==> src/verilog/scp_map.vh <==
/*
 * constants for the serial control port read and addressing block:
 * instruction field positions, byte-count codes, address range, mode bits.
 * assumes inclusion by the single design file scp_port.v.
 */
`ifndef SCP_MAP_VH
`define SCP_MAP_VH

// ************************************************************
// instruction word layout
// ************************************************************
`define SCP_INSTR_BITS 16
`define SCP_INSTR_RW 15
`define SCP_BCC_HI 14
`define SCP_BCC_LO 13
`define SCP_ADDR_TOP 12
`define SCP_ADDR_W 13
`define SCP_CNT_W 5

// ************************************************************
// byte-count codes
// ************************************************************
`define SCP_BCC_ONE 2'h0
`define SCP_BCC_TWO 2'h1
`define SCP_BCC_THREE 2'h2
`define SCP_BCC_STREAM 2'h3

// ************************************************************
// address range and port configuration register
// ************************************************************
`define SCP_ADDR_LAST 13'h0234
`define SCP_ADDR_FIRST 13'h0000
`define SCP_CFG_ADDR 13'h0000
`define SCP_CFG_LSB_A 1
`define SCP_CFG_LSB_B 6
`define SCP_CFG_UNIDIR_A 0
`define SCP_CFG_UNIDIR_B 7
`define SCP_COMMIT_ADDR 13'h0234
`define SCP_COMMIT_BIT 0

// ************************************************************
// bit counts
// ************************************************************
`define SCP_LAST_BIT 3'h7
`define SCP_INSTR_LAST 5'h0f

`endif

==> src/verilog/scp_port.v <==
/*
 * spi serial control port, device side: instruction decode, address
 * generation, bit order, readback on the shared or separate pin.
 * assumes the register array sits outside: reads arrive as a byte for
 * the addressed location from both the buffer and the active view, and
 * written bytes leave as one-cycle strobes. serial pins are asynchronous.
 */
// What this block does
// RULE1 - read shifts out one to three bytes
// RULE2 - code three streams until chip select rises
// RULE3 - read data changes on falling clock edges
// RULE4 - host tolerates zero hold on final bit
// RULE5 - shared pin by default, separate pin unidirectional
// RULE6 - readback from buffer or active view
// RULE7 - instruction: flag, count code, thirteen-bit address
// RULE8 - count code decode: one, two, three, stream
// RULE9 - host keeps top address bit zero
// RULE10 - msb-first mode decrements address per byte
// RULE11 - lsb-first mode increments address per byte
// RULE12 - bit order follows msb or lsb mode
// RULE13 - host writes mirrored bytes to location zero
// RULE14 - lsb-first selection acts immediately, no commit
// RULE15 - address counter never skips any location
// RULE16 - past range end: suppress writes, read zeros
// RULE17 - streaming ends when counter crosses range end
// RULE18 - capture starts only with chip select low
// RULE19 - instruction and write bits taken on rising edges
// RULE20 - chip select mid-byte aborts and resets port
// RULE21 - writes buffered until self-clearing commit bit
// RULE22 - drive shared pin only in read data phase; code keeps it driven until chip select rises
// RULE23 - chip select high returns to instruction wait
`timescale 1ns/1ps
`include "scp_map.vh"

module scp_port (
   input wire clk_i,
   input wire rst_i,
   input wire sclk_i,
   input wire cs_n_i,
   input wire sdio_i,
   output reg sdio_o,
   output reg sdio_oe_o,
   output reg separate_readback_pin_o,
   input wire view_active_i,
   input wire [7:0] buf_rdata_i,
   input wire [7:0] act_rdata_i,
   output reg [12:0] rd_addr_o,
   output reg [12:0] wr_addr_o,
   output reg [7:0] wr_data_o,
   output reg wr_stb_o,
   output reg commit_o,
   output reg lsb_first_o,
   output reg unidir_o
);

   // ************************************************************
   // pin synchronisers
   // ************************************************************
   reg sclk_m_q, sclk_s_q, sclk_p_q;
   reg cs_m_q, cs_s_q, cs_p_q;
   reg sd_m_q, sd_s_q;

   // two stages each; sclk and chip select add a third stage, used for edge detection
   always @(posedge clk_i or posedge rst_i) begin
      if (rst_i) begin
         sclk_m_q <= 1'b0;
         sclk_s_q <= 1'b0;
         sclk_p_q <= 1'b0;
         cs_m_q <= 1'b1;
         cs_s_q <= 1'b1;
         cs_p_q <= 1'b1;
         sd_m_q <= 1'b0;
         sd_s_q <= 1'b0;
      end else begin
         sclk_m_q <= sclk_i;
         sclk_s_q <= sclk_m_q;
         sclk_p_q <= sclk_s_q;
         cs_m_q <= cs_n_i;
         cs_s_q <= cs_m_q;
         cs_p_q <= cs_s_q;
         sd_m_q <= sdio_i;
         sd_s_q <= sd_m_q;
      end
   end

   wire sclk_rise = sclk_s_q & ~sclk_p_q;
   wire sclk_fall = ~sclk_s_q & sclk_p_q;
   wire cs_rise = cs_s_q & ~cs_p_q;
   wire sel = ~cs_s_q;

   // ************************************************************
   // helpers
   // ************************************************************
   // next location in the current direction, never skipping one [RULE15]
   function [12:0] step_addr;
      input [12:0] a;
      input lsb;
      begin
         if (lsb)
            step_addr = a + 13'h0001; // [RULE11]
         else
            step_addr = a - 13'h0001; // [RULE10]
      end
   endfunction

   // true when stepping from a leaves the register range
   function crosses;
      input [12:0] a;
      input lsb;
      begin
         if (lsb)
            crosses = (a >= `SCP_ADDR_LAST);
         else
            crosses = (a == `SCP_ADDR_FIRST);
      end
   endfunction

   // ************************************************************
   // serial state machine
   // ************************************************************
   localparam ST_INSTR = 2'h0;
   localparam ST_DATA = 2'h1;
   localparam ST_DONE = 2'h2;

   reg [1:0] st_q;
   reg [4:0] icnt_q;
   reg [2:0] bcnt_q;
   reg [15:0] ish_q;
   reg [7:0] dsh_q;
   reg rd_q;
   reg [1:0] bcc_q;
   reg [1:0] left_q;
   reg out_q;
   reg dead_q;
   reg [12:0] addr_q;

   // shift register value with the new bit placed by the bit order [RULE12]
   wire [15:0] ish_d = lsb_first_o ? {sd_s_q, ish_q[15:1]} : {ish_q[14:0], sd_s_q};
   wire [7:0] dsh_d = lsb_first_o ? {sd_s_q, dsh_q[7:1]} : {dsh_q[6:0], sd_s_q};
   // readback byte from the selected view, zero past the range [RULE6] [RULE16]
   wire [7:0] rbyte = dead_q ? 8'h00 : (view_active_i ? act_rdata_i : buf_rdata_i);
   wire last_bit = (bcnt_q == `SCP_LAST_BIT);

   always @(posedge clk_i or posedge rst_i) begin
      if (rst_i) begin
         st_q <= ST_INSTR;
         icnt_q <= 5'h00;
         bcnt_q <= 3'h0;
         ish_q <= 16'h0000;
         dsh_q <= 8'h00;
         rd_q <= 1'b0;
         bcc_q <= 2'h0;
         left_q <= 2'h0;
         dead_q <= 1'b0;
         addr_q <= 13'h0000;
         wr_stb_o <= 1'b0;
         wr_addr_o <= 13'h0000;
         wr_data_o <= 8'h00;
         commit_o <= 1'b0;
         lsb_first_o <= 1'b0;
         unidir_o <= 1'b0;
      end else begin
         wr_stb_o <= 1'b0;
         commit_o <= 1'b0;
         if (cs_rise && (st_q == ST_DONE || (st_q == ST_INSTR && icnt_q == 5'h00))) begin
            // clean end: wait for a fresh instruction [RULE23]
            st_q <= ST_INSTR;
            icnt_q <= 5'h00;
            bcnt_q <= 3'h0;
         end else if (cs_rise) begin
            // chip select rose anywhere else, mid-instruction or in the data phase, mid-byte or between stream bytes: abort [RULE20]
            st_q <= ST_INSTR;
            icnt_q <= 5'h00;
            bcnt_q <= 3'h0;
         end else if (sel && sclk_rise) begin
            // capture only with chip select low, on rising edges [RULE18] [RULE19]
            case (st_q)
               ST_INSTR: begin
                  ish_q <= ish_d;
                  icnt_q <= icnt_q + 5'h01;
                  if (icnt_q == `SCP_INSTR_LAST) begin
                     // decode flag, count code and address [RULE7] [RULE8]
                     st_q <= ST_DATA;
                     bcnt_q <= 3'h0;
                     rd_q <= ish_d[`SCP_INSTR_RW];
                     bcc_q <= ish_d[`SCP_BCC_HI:`SCP_BCC_LO];
                     left_q <= ish_d[`SCP_BCC_HI:`SCP_BCC_LO];
                     addr_q <= ish_d[`SCP_ADDR_TOP:0];
                     dead_q <= 1'b0;
                  end
               end
               ST_DATA: begin
                  dsh_q <= dsh_d;
                  bcnt_q <= bcnt_q + 3'h1;
                  if (last_bit) begin
                     // byte done: write it if still in range, then step [RULE16]
                     if (!rd_q && !dead_q) begin
                        wr_stb_o <= 1'b1;
                        wr_addr_o <= addr_q;
                        wr_data_o <= dsh_d;
                        // port settings act at once, no commit needed [RULE14]
                        if (addr_q == `SCP_CFG_ADDR) begin
                           lsb_first_o <= dsh_d[`SCP_CFG_LSB_A] | dsh_d[`SCP_CFG_LSB_B];
                           unidir_o <= dsh_d[`SCP_CFG_UNIDIR_A] | dsh_d[`SCP_CFG_UNIDIR_B];
                        end
                        // self-clearing commit pulse [RULE21]
                        if (addr_q == `SCP_COMMIT_ADDR)
                           commit_o <= dsh_d[`SCP_COMMIT_BIT];
                     end
                     if (crosses(addr_q, lsb_first_o))
                        dead_q <= 1'b1;
                     addr_q <= step_addr(addr_q, lsb_first_o);
                     if (bcc_q == `SCP_BCC_STREAM) begin
                        // streaming stops once the range end is crossed [RULE2] [RULE17]
                        if (crosses(addr_q, lsb_first_o))
                           st_q <= ST_DONE;
                     end else if (left_q == 2'h0) begin
                        st_q <= ST_DONE; // fixed count reached [RULE1]
                     end else begin
                        left_q <= left_q - 2'h1;
                     end
                  end
               end
               ST_DONE: begin
                  st_q <= ST_DONE;
               end
               default: begin
                  st_q <= ST_INSTR;
               end
            endcase
         end
      end
   end

   // ************************************************************
   // read output path
   // ************************************************************
   // bits change on falling edges; a new byte loads at bit zero [RULE3]
   // the host's zero-hold tolerance on the last bit is not relied on [RULE4]
   wire rd_phase = sel && (st_q == ST_DATA) && rd_q;
   // the pin stays driven after the last bit until chip select rises, so the
   // final bit keeps its level past the last rising edge [RULE4]
   wire rd_hold = sel && rd_q && ((st_q == ST_DATA) || (st_q == ST_DONE));
   wire bit_sel = lsb_first_o ? rbyte[bcnt_q] : rbyte[3'h7 - bcnt_q];
   always @(posedge clk_i or posedge rst_i) begin
      if (rst_i) begin
         out_q <= 1'b0;
      end else begin
         // after a stream has crossed the range end only zeros follow [RULE17]
         if (rd_hold && sclk_fall)
            out_q <= rd_phase ? bit_sel : 1'b0;
      end
   end

   // pins and read address; outputs all registered
   always @(posedge clk_i or posedge rst_i) begin
      if (rst_i) begin
         sdio_o <= 1'b0;
         sdio_oe_o <= 1'b0;
         separate_readback_pin_o <= 1'b0;
         rd_addr_o <= 13'h0000;
      end else begin
         rd_addr_o <= addr_q;
         // shared pin driven from the read data phase until chip select rises, never when unidirectional [RULE22] [RULE5]
         sdio_oe_o <= rd_hold && !unidir_o;
         sdio_o <= out_q;
         // separate pin carries read data only in unidirectional mode, held low otherwise [RULE5]
         separate_readback_pin_o <= unidir_o ? out_q : 1'b0;
      end
   end

endmodule
==> config.mk <==
export PLATFORM = sky130hd
export DESIGN_NAME = scp_port
export DESIGN_NICKNAME = d
export VERILOG_FILES = /design/src/verilog/scp_port.v
export VERILOG_INCLUDE_DIRS = /design/src /design/src/verilog
export SDC_FILE = /design/constraint.sdc
export NUM_CORES = 1
export LEC_CHECK = 0
export ABC_CLOCK_PERIOD_IN_PS = 4700
export BUFFER_PORTS_ARGS = -buffer_cell sky130_fd_sc_hd__buf_4
export CAP_MARGIN = 20
export CORE_ASPECT_RATIO = 0.6
export CORE_UTILIZATION = 58
export DETAILED_ROUTE_END_ITERATION = 16
export PLACE_DENSITY = 0.8
export REMOVE_ABC_BUFFERS = 1
export SLEW_MARGIN = 20
export SYNTH_ARGS = -nofsm -noshare
export SYNTH_HDL_FRONTEND = slang
export SYNTH_SLANG_ARGS = --single-unit
==> constraint.sdc <==
create_clock -name clk_i -period 4.7 [get_ports clk_i]
set_input_delay 0.94 -clock clk_i [delete_from_list [all_inputs] [get_ports clk_i]]
set_output_delay 0.94 -clock clk_i [all_outputs]
set_load 0.05 [all_outputs]
# Word-level counts from Yosys, hierarchy flattened
# Index checks and enable logic that the tools add are counted.
[word_totals]
latchBits = 0
ff_bits = 103
elab_cells = 165
in_bits = 22
rom_bits = 0
output_inout_bits = 41
mem_bits_rw = 0
mem_count = 0
[classes]
mul = 0
order_cmp = 3
n_addsub = 6
n_bitwise = 11
muxes = 67
div = 0
eq_ne = 15
n_reduce_logical = 34
n_shift = 0
[ops]
columns = ["cell", "n"]
rows = [
  ["$mux W13", 3],
  ["$mux W1", 33],
  ["$pmux W13 S2", 1],
  ["$mux W2", 12],
  ["$mux W8", 3],
  ["$mux W5", 4],
  ["$mux W16", 1],
  ["$reduce_and A7 Y1", 2],
  ["$add A13 B1 Y13 const B", 1],
  ["$eq A13 B10 Y1 const B", 1],
  ["$ge A13 B10 Y1 const B", 1],
  ["$logic_not A13 Y1", 1],
  ["$sub A13 B1 Y13 const B", 1],
  ["$mux W3", 4],
  ["$reduce_and A6 Y1", 2],
  ["$logic_and A1 B1 Y1", 10],
  ["$ne A5 B5 Y1 const B", 2],
  ["$reduce_and A5 Y1", 2],
  ["$lt A3 B4 Y1 const B", 2],
  ["$ne A2 B2 Y1 const B", 4],
  ["$reduce_and A4 Y1", 2],
  ["$reduce_and A8 Y1", 1],
  ["$bmux W1 S3", 2],
  ["$not A1 Y1", 6],
  ["other kinds (26)", 35],
]

# Longest topological paths before layout
# Gate-level depths: netlist of the first run.
[depth]
depth_word = 15
depth_mapped = 10
mapped_depth_nobuf = 9

# Worst setup path before layout of the first run
# OpenSTA, ideal clock, no wires.
[synth_timing]
path_kind = "reg-to-reg"
start = "register lsb_first_o"
end = "register addr_q[7]"
required_ns = 4.575
period_less_slack_ns = 2.621
n_path_buf = 1
path_stages_with_launch = 10
setup_time_ns = 0.125
setup_slack_ns = 2.079
arrival_time_ns = 2.496
cell_sequence = "dfrtp_1 -> buf_6 -> inv_1 -> ha_1 -> a2111oi_0 -> o21ai_0 -> nand2_1 -> xor2_1 -> mux2i_1 -> mux2_2"
[synth_via]
elab_chain_len = 3
word_cells_on_any_way = 5
classes_between = "5 x mux"
[synth_lines]
columns = ["element", "line", "source"]
rows = [
  ["from (decl)", "scp_port.v:52", "output reg lsb_first_o,"],
  ["from (signal assigned)", "scp_port.v:203", "lsb_first_o <= dsh_d[`SCP_CFG_LSB_A] | dsh_d[`SCP_CFG_LSB_B];"],
  ["$mux W13 / $mux W16 (equally long branches)", "scp_port.v:99, scp_port.v:138", ""],
  ["$mux W13 (on tied branches)", "scp_port.v:195, scp_port.v:181", ""],
  ["$pmux W13 S2 (*)", "scp_port.v:177", "case (st_q)"],
  ["to (signal assigned)", "scp_port.v:188", "addr_q <= ish_d[`SCP_ADDR_TOP:0];"],
  ["to (signal assigned)", "scp_port.v:212", "addr_q <= step_addr(addr_q, lsb_first_o);"],
  ["to (decl)", "scp_port.v:135", "reg [12:0] addr_q;"],
]
# Mark *: on every way between the ends. The rest lies on a longest branch, timed or not. The select of a mux whose other input is x is not followed.
# A chain may end at the register's enable or synchronous reset.

# Worst setup path after layout of the first run
[layout_timing]
start = "register bcnt_q[1]"
end = "register addr_q[12]"
[layout_via]
elab_chain_len = 3
[layout_lines]
columns = ["element", "line", "source"]
rows = [
  ["from (decl)", "scp_port.v:127", "reg [2:0] bcnt_q;"],
  ["from (signal assigned)", "scp_port.v:194", "bcnt_q <= bcnt_q + 3'h1;"],
  ["$eq A3 B3 Y1 (no line)", "-", ""],
  ["$ne A2 B2 Y1 (no line)", "-", ""],
  ["$reduce_and A6 Y1 (no line)", "-", ""],
]
# No other way between the ends.

==> out/metrics.cfg, run 1 <==
[critical_path]
crit_path_end=addr_q[12]$_DFFE_PP0P_
ff2ff_setup_slack_ns=1.85
rr_worst_depth=8
regToRegEndpoint=addr_q[12]$_DFFE_PP0P_
worst-endpoint-arrival_ns=3.06
regToRegStartpoint=bcnt_q[1]$_DFFE_PP0P_
cp_max_fo=26
cp-start-kind=flop
critPathLaunch=bcnt_q[1]$_DFFE_PP0P_
endpoint_kind=flop
worstPathRequired_ns=4.92
crit_type=reg2reg

[routing]
drt_iter0_drc=341
detail_route.first_pass.iterations=7
num_vias=3805
via_per_inst=6.04
ant_nets=0
wl_per_cell_um=18.0
route.detailed.drc=0
drt_wl_total_mm=11.3

[synthesis]
syn_area_per_cell_um2=11.0
syn_area_um2=5050
synth-xor-area-share=0.0191
synth_compound_area_frac=0.138
ys.flop_type=dfrtp_1
synth_top_area_share=0.496
synthAdderAreaFrac=0.0535
yosysWarnings=0
synthDistinctLibCells=53
synth_area_leaders=dfrtp_1, o21ai_0, ha_1
yosysSeqAreaShare=0.511
synth-seq-cells=103
yosys-mux-area-fraction=0.130
synthSimpleGateAreaFrac=0.116
synth-edff-count=0
synth_top_family_by_area=compound AO/OA/AOI/OAI gates
netlist_instances=460
ys_async_sr_fraction=1.00
synth_area_leader_cell=dfrtp_1

[clocking]
cts_setup_buffers=0
clockRootBuffer=clkbuf_16
cts_max_level=3
clock_latency_ns=0.35
cts_tree=yes
clkSinkCount=103
cts_buffer_depth=2
path_clk_slew_ns=0.07
cts_buffers=9
ctsHoldBuffers=0
post_cts_resized=0

[global_route]
grt_first_pass_wirelength_mm=18.3
antenna_found_initial=0
grt_max_degree=78
grt-ovfl-total=0
first_global_vias=3569
grt_use_total=0.272

[placed_design]
dpl.hpwl_mm=8.05
place.gp.congestion=0.853
portBuffers=62
placed_cell_area_um2=5580

[floorplan]
pin_count=63
rows=25
fp.dieArea_um2=9100
die_h_um=74.3
die_w_um=122
start_util=0.619
fp.coreArea_um2=8160

[sta]
setup-tns-final_ns=0
finalHoldViolations=0
slew_headroom=0.377
setup_viol=0
worst_slew_pin_slew_ns=0.931
max_freq_ghz=0.351
period_minus_slack_ns=2.85
finalCritPeriodShare=0.606
slew_violations=0
rsz0062_at_grt=false
fin_skew_ns=0.0101

[cells_and_area]
final_cell_mix=dfrtp_1, buf_4, o21ai_0, nand2_1, a21oi_1
area_growth_pct=16.6
num_antenna_cells=0
final_net_count=561
drive_gt1_frac=0.209
layout_commonest_cell=dfrtp_1
final_cell_area_um2=5890

[run_status]
status=completed

[power]
leakage_nw=2.78
ir_drop_uv=222
powerDensity_nw_per_um2=306
finalPower_mw=1.80

[min_path]
worstHoldPathType=reg2reg

[flow_run]
cap_violations=0

through the flow:
step	worst slack [ns]	hold slack, ns	utilization	cells
detailed placement	1.92	0.340	0.684	615
CTS	1.89	0.355	0.721	630
global placement	2.01	0.337	0.684	615
global route	1.60	0.363	0.721	630
finish	1.85	0.353	0.721	630
floorplan	0.548	0.331	-	440
cell families after synthesis:
group / Yosys count
AND/OR/NAND/NOR: 124
AO/OA/AOI/OAI: 119
flip-flops: 103
multiplexers: 49
buffers and inverters: 33
adder cells (fa/ha/maj): 21
XOR/XNOR: 11
synthesized netlist by cell type, types with 5 or more instances:
library cell,instances
mux4_1,8
nor2_1,26
mux2_2,17
clkbuf_1,11
and3_1,5
ha_1,20
xnor2_1,6
inv_1,12
mux2i_1,23
xor2_1,5
nand3_1,13
nor3_1,6
dfrtp_1,100
a21oi_1,33
a21o_1,6
o21ai_0,53
nand2_1,49
sequential cells by signal, indices dropped and copies added (netlist names), 2 cells and up:
register and cells:
st_q 2, wr_data_o 8, addr_q 13, ish_q 16, dsh_q 8, bcnt_q 3
icnt_q 5, rd_addr_o 13, wr_addr_o 13, left_q 2, bcc_q 2
worst min path at each step:
stage / startpoint / end / cells after the start
floorplan: sclk_m_q$_DFF_PP0_ / sclk_s_q$_DFF_PP0_ / 0
global placement: sclk_m_q$_DFF_PP0_ / sclk_s_q$_DFF_PP0_ / 0
detailed placement: sclk_m_q$_DFF_PP0_ / sclk_s_q$_DFF_PP0_ / 0
CTS: sclk_m_q$_DFF_PP0_ / sclk_s_q$_DFF_PP0_ / 0
global route: sclk_m_q$_DFF_PP0_ / sclk_s_q$_DFF_PP0_ / 0
finish: sclk_m_q$_DFF_PP0_ / sclk_s_q$_DFF_PP0_ / 0
per-layer routing:
metal  routed length [um]  vias up  global-route usage
met2                 4930      163               0.391
met5                    0        -                   0
met3                  930       15              0.0683
met4                  153        0              0.0867
met1                 5300     1844               0.408
li1                     -     1783                   -
layout make-up:
cell class / count / area, um^2
clock inverter: 4 / 53.8
sequential: 103 / 2580
timing repair buffer: 67 / 503
inverter: 13 / 51.3
tap: 108 / 135
fill: 555 / 2280
clock buffer: 11 / 253
multi-input combinational: 324 / 2310
worst max-delay path: stages, from the launching register on:
cell and delay (ns):
dfrtp_1 0.55, ha_1 0.24, ha_1 0.20, mux2_2 0.18
nand3_1 0.65, nor4_1 0.49, a2bb2oi_1 0.23, nor3_1 0.08
o311ai_0 0.10
power breakdown:
part           internal (mW)  switching, mW
Sequential             0.910         0.0187
Clock                  0.441          0.322
Combinational         0.0440         0.0648
Total                   1.39          0.406
Note: power is estimated with default switching activity, not from simulation.
==> run 2: changes to the inputs <==
--- a/config.mk
+++ b/config.mk
@@ -6,13 +6,13 @@
 export SDC_FILE = /design/constraint.sdc
 export NUM_CORES = 1
 export LEC_CHECK = 0
-export ABC_CLOCK_PERIOD_IN_PS = 4700
+export ABC_CLOCK_PERIOD_IN_PS = 2400
 export BUFFER_PORTS_ARGS = -buffer_cell sky130_fd_sc_hd__buf_4
 export CAP_MARGIN = 20
 export CORE_ASPECT_RATIO = 0.6
-export CORE_UTILIZATION = 58
+export CORE_UTILIZATION = 52
 export DETAILED_ROUTE_END_ITERATION = 16
-export PLACE_DENSITY = 0.8
+export PLACE_DENSITY = 0.76
 export REMOVE_ABC_BUFFERS = 1
 export SLEW_MARGIN = 20
 export SYNTH_ARGS = -nofsm -noshare
==> constraint.sdc (replaced) <==
create_clock -name clk_i -period 2.4 [get_ports clk_i]
set_input_delay 0.48 -clock clk_i [delete_from_list [all_inputs] [get_ports clk_i]]
set_output_delay 0.48 -clock clk_i [all_outputs]
set_load 0.05 [all_outputs]
==> run 2 against run 1 <==
Final cell count is 6.5% higher. Clock power increased by 87%. Sequential share of layout area is 1.5 points lower. Critical path depth shrank 2. Register-to-register slack got worse by 1.8 ns. Via count about the same. Largest cell class unchanged. Highest routed layer unchanged.
==> out/metrics.cfg, run 2 (same netlist as run 1, synthesis figures left out) <==
[run_status]
status=completed  ; unchanged

[routing]
drt_wl_total_mm=11.3  ; about the same
num_vias=3808  ; was 3805
drt_iter0_drc=280  ; was 341
detail_route.first_pass.iterations=5  ; was 7
ant_nets=0  ; unchanged
via_per_inst=5.68  ; was 6.04
route.detailed.drc=0  ; unchanged
wl_per_cell_um=16.9  ; was 18.0 um

[critical_path]
crit_family=compound AO/OA/AOI/OAI gates  ; was simple AND/OR/NAND/NOR gates
rr_worst_depth=6  ; was 8
crit_type=reg2reg  ; unchanged
cp-start-kind=flop  ; unchanged
cp_max_fo=5  ; was 26
critPathBufInv=0  ; unchanged
ff2ff_setup_slack_ns=0.03  ; was 1.85 ns
critPathSlowestCell=nor3_1  ; was nand3_1
endpoint_kind=flop  ; unchanged
worst-endpoint-arrival_ns=2.58  ; was 3.06 ns
worstPathRequired_ns=2.61  ; was 4.92 ns
worstPathCellList=nor3_1, a41oi_1, a31oi_1, o21ai_0, nand3_1, o21ai_0  ; was ha_1, ha_1, mux2_2, nand3_1, nor4_1, a2bb2oi_1, nor3_1, o311ai_0
cp_common_cell=o21ai_0  ; was ha_1
cpPeakStageDelay_ns=0.56  ; was 0.65 ns
path_depth=6  ; was 8

[global_route]
grt_first_pass_wirelength_mm=18.2  ; was 18.3 mm
first_global_vias=3586  ; was 3569
grt-ovfl-total=0  ; unchanged
grt_max_degree=65  ; was 78
antenna_found_initial=0  ; unchanged
grt_use_total=0.237  ; was 0.272

[sta]
max_freq_ghz=0.422  ; was 0.351 GHz
setup-tns-final_ns=0  ; unchanged
finalCritPeriodShare=0.988  ; was 0.606
worst_slew_pin_slew_ns=0.618  ; was 0.931 ns
whs_ns=0.228  ; was 0.353 ns
finalHoldViolations=0  ; unchanged
slew_headroom=0.585  ; was 0.377
period_minus_slack_ns=2.37  ; was 2.85 ns
fin_skew_ns=0.00733  ; was 0.0101 ns
setup_viol=0  ; unchanged
slew_violations=0  ; unchanged

[floorplan]
fp.dieArea_um2=10100  ; was 9100 um^2
start_util=0.544  ; was 0.619
rows=27  ; was 25
die_w_um=129  ; was 122 um
die_h_um=78.3  ; was 74.3 um
pin_count=63  ; unchanged
fp.coreArea_um2=9290  ; was 8160 um^2

[clocking]
clkSinkCount=103  ; unchanged
path_clk_slew_ns=0.07  ; about the same
cts_max_level=3  ; unchanged
cts_buffers=9  ; unchanged
clock_latency_ns=0.35  ; about the same
cts_tree=yes  ; unchanged
clockRootBuffer=clkbuf_16  ; unchanged
cts_buffer_depth=2  ; unchanged

[power]
p_seq_frac=0.527  ; was 0.516
power.internal_mw=2.62  ; was 1.39 mW
p_comb_frac=0.061  ; was 0.060
p_switching_mw=0.837  ; was 0.406 mW
ir_drop_uv=377  ; was 222 uV
leakage_nw=2.88  ; was 2.78 nW
power_frac_clock=0.412  ; was 0.424
powerDensity_nw_per_um2=568  ; was 306 nW/um^2
sw_frac_of_total=0.242  ; was 0.225

[min_path]
holdPathStages=1  ; was 0
worstHoldPathType=in2reg  ; was reg2reg

[cells_and_area]
fillers=731  ; was 555
final_net_count=579  ; was 561
top_register=ish_q  ; unchanged
drive_gt1_frac=0.250  ; was 0.209
layout_commonest_cell=dfrtp_1  ; unchanged
largest_register_ffs=16  ; unchanged
final_cell_mix=dfrtp_1, buf_4, nand2_1, o21ai_0, a21oi_1  ; was dfrtp_1, buf_4, o21ai_0, nand2_1, a21oi_1
num_antenna_cells=0  ; unchanged
final_cell_area_um2=6090  ; was 5890 um^2
area_growth_pct=20.6  ; was 16.6%

[placed_design]
placed_cell_area_um2=5720  ; was 5580 um^2
portBuffers=62  ; unchanged
dpl.hpwl_mm=8.12  ; was 8.05 mm
place.gp.congestion=0.870  ; was 0.853

[flow_run]
cap_violations=0  ; unchanged

[run 2: timing repair]
item	4_1_cts	5_1_grt
setup buffers	0	4
resized for setup	0	14
setup endpoints to repair	0	6
hold endpoints to repair	4	0
hold buffers	1	0
[run 2: cell type report]
class | instances | area, um^2 | share of cell area
tap | 130 | 163 | 0.0267
clock buffer | 10 | 239 | 0.0392
inverter | 13 | 55.1 | 0.00904
timing repair buffer | 85 | 653 | 0.107
clock inverter | 6 | 53.8 | 0.00883
sequential | 103 | 2580 | 0.424
multi-input combinational | 324 | 2350 | 0.385
[run 2: metal layers]
| metal | wire (um) | part of all wire | vias to the layer above | GRT usage |
|---|---|---|---|---|
| li1 | - | - | 1827 | - |
| met1 | 5310 | 0.47 | 1855 | 0.353 |
| met2 | 5040 | 0.45 | 109 | 0.346 |
| met3 | 816 | 0.072 | 17 | 0.0566 |
| met4 | 142 | 0.013 | 0 | 0.0671 |
| met5 | 0 | 0 | - | 0 |
[run 2: worst paths after layout]
kind / start / end
setup reg to reg: addr_q[7]$_DFFE_PP0P_ / st_q[0]$_DFFE_PP0P_
hold reg to reg: sclk_m_q$_DFF_PP0_ / sclk_s_q$_DFF_PP0_
min in group asynchronous: rst_i / wr_data_o[5]$_DFFE_PP0P_
max in group asynchronous: rst_i / wr_addr_o[10]$_DFFE_PP0P_
hold / removal: cs_n_i / cs_m_q$_DFF_PP1_
setup / recovery: addr_q[7]$_DFFE_PP0P_ / st_q[0]$_DFFE_PP0P_
[run 2: metrics by stage]
step	cells	utilization	total power, mW	setup slack, ns
after floorplan	440	-	1.97	-1.75
final	671	0.656	3.46	0.0283
after detailed placement	650	0.616	2.06	0.0921
after CTS	667	0.648	3.48	0.0622
after global routing	671	0.656	3.59	-0.0140
after global placement	650	0.616	2.06	0.106
[run 2: power by group through the flow]
stage / combinational [mW] / clock (mW) / sequential, mW
3_5_place_dp: 0.210 / 0 / 1.85
2_1_floorplan: 0.132 / 0 / 1.84
5_1_grt: 0.241 / 1.52 / 1.83
3_3_place_gp: 0.206 / 0 / 1.85
6_report: 0.211 / 1.43 / 1.82
4_1_cts: 0.213 / 1.44 / 1.82
==> run 3: changes to the inputs <==
--- a/config.mk
+++ b/config.mk
@@ -10,9 +10,8 @@
 export BUFFER_PORTS_ARGS = -buffer_cell sky130_fd_sc_hd__buf_4
 export CAP_MARGIN = 20
 export CORE_ASPECT_RATIO = 0.6
-export CORE_UTILIZATION = 52
+export CORE_UTILIZATION = 40
 export DETAILED_ROUTE_END_ITERATION = 16
-export PLACE_DENSITY = 0.76
 export REMOVE_ABC_BUFFERS = 1
 export SLEW_MARGIN = 20
 export SYNTH_ARGS = -nofsm -noshare
==> run 3 against run 2 <==
Critical path depth rose by 3. Clock skew is 0.0034 ns higher. Combinational power about the same. Cell area decreased by 0.80%. Clock power barely moved. Final cell count is 4.0% higher. Total power is essentially flat. Flip-flop and latch count is the same. Register-to-register slack improved by 0.08 ns. Die area rose by 29%. Worst hold slack got worse by 0.071 ns. Count of clock-buffer cells in the layout fell by 1.
==> out/metrics.cfg, run 3 (same netlist as run 1, synthesis figures left out) <==
[critical_path]
critPathLaunch=lsb_first_o$_DFFE_PP0P_  ; was addr_q[7]$_DFFE_PP0P_
cpPeakStageDelay_ns=0.38  ; was 0.56 ns
regToRegStartpoint=lsb_first_o$_DFFE_PP0P_  ; was addr_q[7]$_DFFE_PP0P_
worstPathRequired_ns=2.64  ; was 2.61 ns
regToRegEndpoint=addr_q[7]$_DFFE_PP0P_  ; was st_q[0]$_DFFE_PP0P_
rr_worst_depth=9  ; was 6
critPathSlowestCell=dfrtp_1  ; was nor3_1
crit_type=reg2reg  ; unchanged
ff2ff_setup_slack_ns=0.11  ; was 0.03 ns
worstPathCellList=inv_2, buf_4, ha_1, a2111oi_0, o21ai_1, nand2_1, xor2_1, mux2i_1, mux2_2  ; was nor3_1, a41oi_1, a31oi_1, o21ai_0, nand3_1, o21ai_0
worst-endpoint-arrival_ns=2.52  ; was 2.58 ns
endpoint_kind=flop  ; unchanged
cp-start-kind=flop  ; unchanged
cp_max_fo=9  ; was 5

[clocking]
cts_buffers=9  ; unchanged
cts_setup_buffers=0  ; unchanged
cts_max_level=3  ; unchanged
clkSinkCount=103  ; unchanged
path_clk_slew_ns=0.08  ; was 0.07 ns
cts_tree=yes  ; unchanged
clockRootBuffer=clkbuf_16  ; unchanged
cts_buffer_depth=2  ; unchanged
clock_latency_ns=0.35  ; about the same
post_cts_resized=1  ; was 0
ctsHoldBuffers=0  ; was 1

[global_route]
grt_use_total=0.185  ; was 0.237
grt_max_degree=47  ; was 65
antenna_found_initial=0  ; unchanged
grt-ovfl-total=0  ; unchanged
first_global_vias=3610  ; was 3586
grt_first_pass_wirelength_mm=18.6  ; was 18.2 mm

[sta]
finalHoldViolations=0  ; unchanged
setup_ws_ns=0.112  ; was 0.0283 ns
slew_headroom=0.595  ; was 0.585
slew_violations=0  ; unchanged
fin_skew_ns=0.0107  ; was 0.00733 ns
rsz0062_at_grt=true
setup-tns-final_ns=0  ; unchanged
setup_viol=0  ; unchanged
finalCritPeriodShare=0.953  ; was 0.988
max_freq_ghz=0.437  ; was 0.422 GHz
worst_slew_pin_slew_ns=0.606  ; was 0.618 ns
period_minus_slack_ns=2.29  ; was 2.37 ns
whs_ns=0.158  ; was 0.228 ns

[routing]
via_per_inst=5.35  ; was 5.68
detail_route.first_pass.iterations=5  ; unchanged
drt_iter0_drc=200  ; was 280
route.detailed.drc=0  ; unchanged
ant_nets=0  ; unchanged
wl_per_cell_um=16.3  ; was 16.9 um
drt_wl_total_mm=11.4  ; was 11.3 mm
num_vias=3733  ; was 3808

[placed_design]
dpl_worst_slack_ns=0.0495  ; was 0.0921 ns
portBuffers=62  ; unchanged
dp_cells=682  ; was 650
dpl.hpwl_mm=8.18  ; was 8.12 mm
placed_cell_area_um2=5740  ; was 5720 um^2
place.gp.congestion=0.884  ; was 0.870

[run_status]
status=completed  ; unchanged

[min_path]
worstHoldPathType=in2async  ; was in2reg

[cells_and_area]
final_cell_area_um2=6040  ; was 6090 um^2
largest_register_ffs=16  ; unchanged
stdcell_count=698  ; was 671
num_antenna_cells=0  ; unchanged
top_register=ish_q  ; unchanged
layout_commonest_cell=dfrtp_1  ; unchanged
final_cell_mix=dfrtp_1, buf_4, o21ai_0, nand2_1, a21oi_1  ; was dfrtp_1, buf_4, nand2_1, o21ai_0, a21oi_1
final_net_count=571  ; was 579
area_growth_pct=19.6  ; was 20.6%
drive_gt1_frac=0.231  ; was 0.250

[flow_run]
cap_violations=0  ; unchanged

[floorplan]
fp.dieArea_um2=13100  ; was 10100 um^2
fp.coreArea_um2=12200  ; was 9290 um^2
rows=31  ; was 27
die_h_um=89.0  ; was 78.3 um
start_util=0.415  ; was 0.544
die_w_um=147  ; was 129 um
pin_count=63  ; unchanged

[power]
powerDensity_nw_per_um2=573  ; was 568 nW/um^2
leakage_nw=2.84  ; was 2.88 nW
ir_drop_uv=332  ; was 377 uV

[run 3: power breakdown]
part,leakage (nW),internal [mW],switching (mW)
logic,1.28,0.0904,0.122
registers,1.41,1.78,0.0412
clock network,0.142,0.728,0.699
total,2.84,2.60,0.863
[run 3: through the flow]
stage / utilization / power, mW
after global placement: 0.471 / 2.06
after floorplan: - / 1.97
after detailed placement: 0.471 / 2.07
after CTS: 0.495 / 3.51
final: 0.496 / 3.46
after global routing: 0.496 / 3.61
[run 3: final cells by class]
type	count	area, um^2
clock buffers	9	225
clock inverters	7	65.1
fillers	1101	6140
inverters	13	51.3
multi-input cells	324	2320
flip-flops and latches	103	2580
well taps	165	206
repair buffers	77	591
[run 3: routing by layer]
metal | vias to the layer above | GRT usage | wire length, um
met3 | 10 | 0.0449 | 741
met4 | 0 | 0.0450 | 87
met2 | 89 | 0.268 | 4720
li1 | 1805 | - | -
met5 | - | 0 | 0
met1 | 1829 | 0.278 | 5810
[run 3: how the worst max path moves through the flow]
stage                                   end  slack (ns)  cells after the start
CTS                   addr_q[7]$_DFFE_PP0P_        0.12                      8
global placement      addr_q[7]$_DFFE_PP0P_        0.07                      8
detailed placement    addr_q[7]$_DFFE_PP0P_        0.05                      8
floorplan           lsb_first_o$_DFFE_PP0P_       -1.75                      8
finish                addr_q[7]$_DFFE_PP0P_        0.11                      9
global route          addr_q[7]$_DFFE_PP0P_      -0.008                      8
[run 3: critical path, delay by kind of cell (launching register included)]
kind                     cells  cell delay [ns]
AO/OA/AOI/OAI                2             0.58
XOR/XNOR                     1             0.16
adder cells (fa/ha/maj)      1             0.26
buffers and inverters        2             0.30
flip-flops                   1             0.38
multiplexers                 2             0.35
AND/OR/NAND/NOR              1             0.14
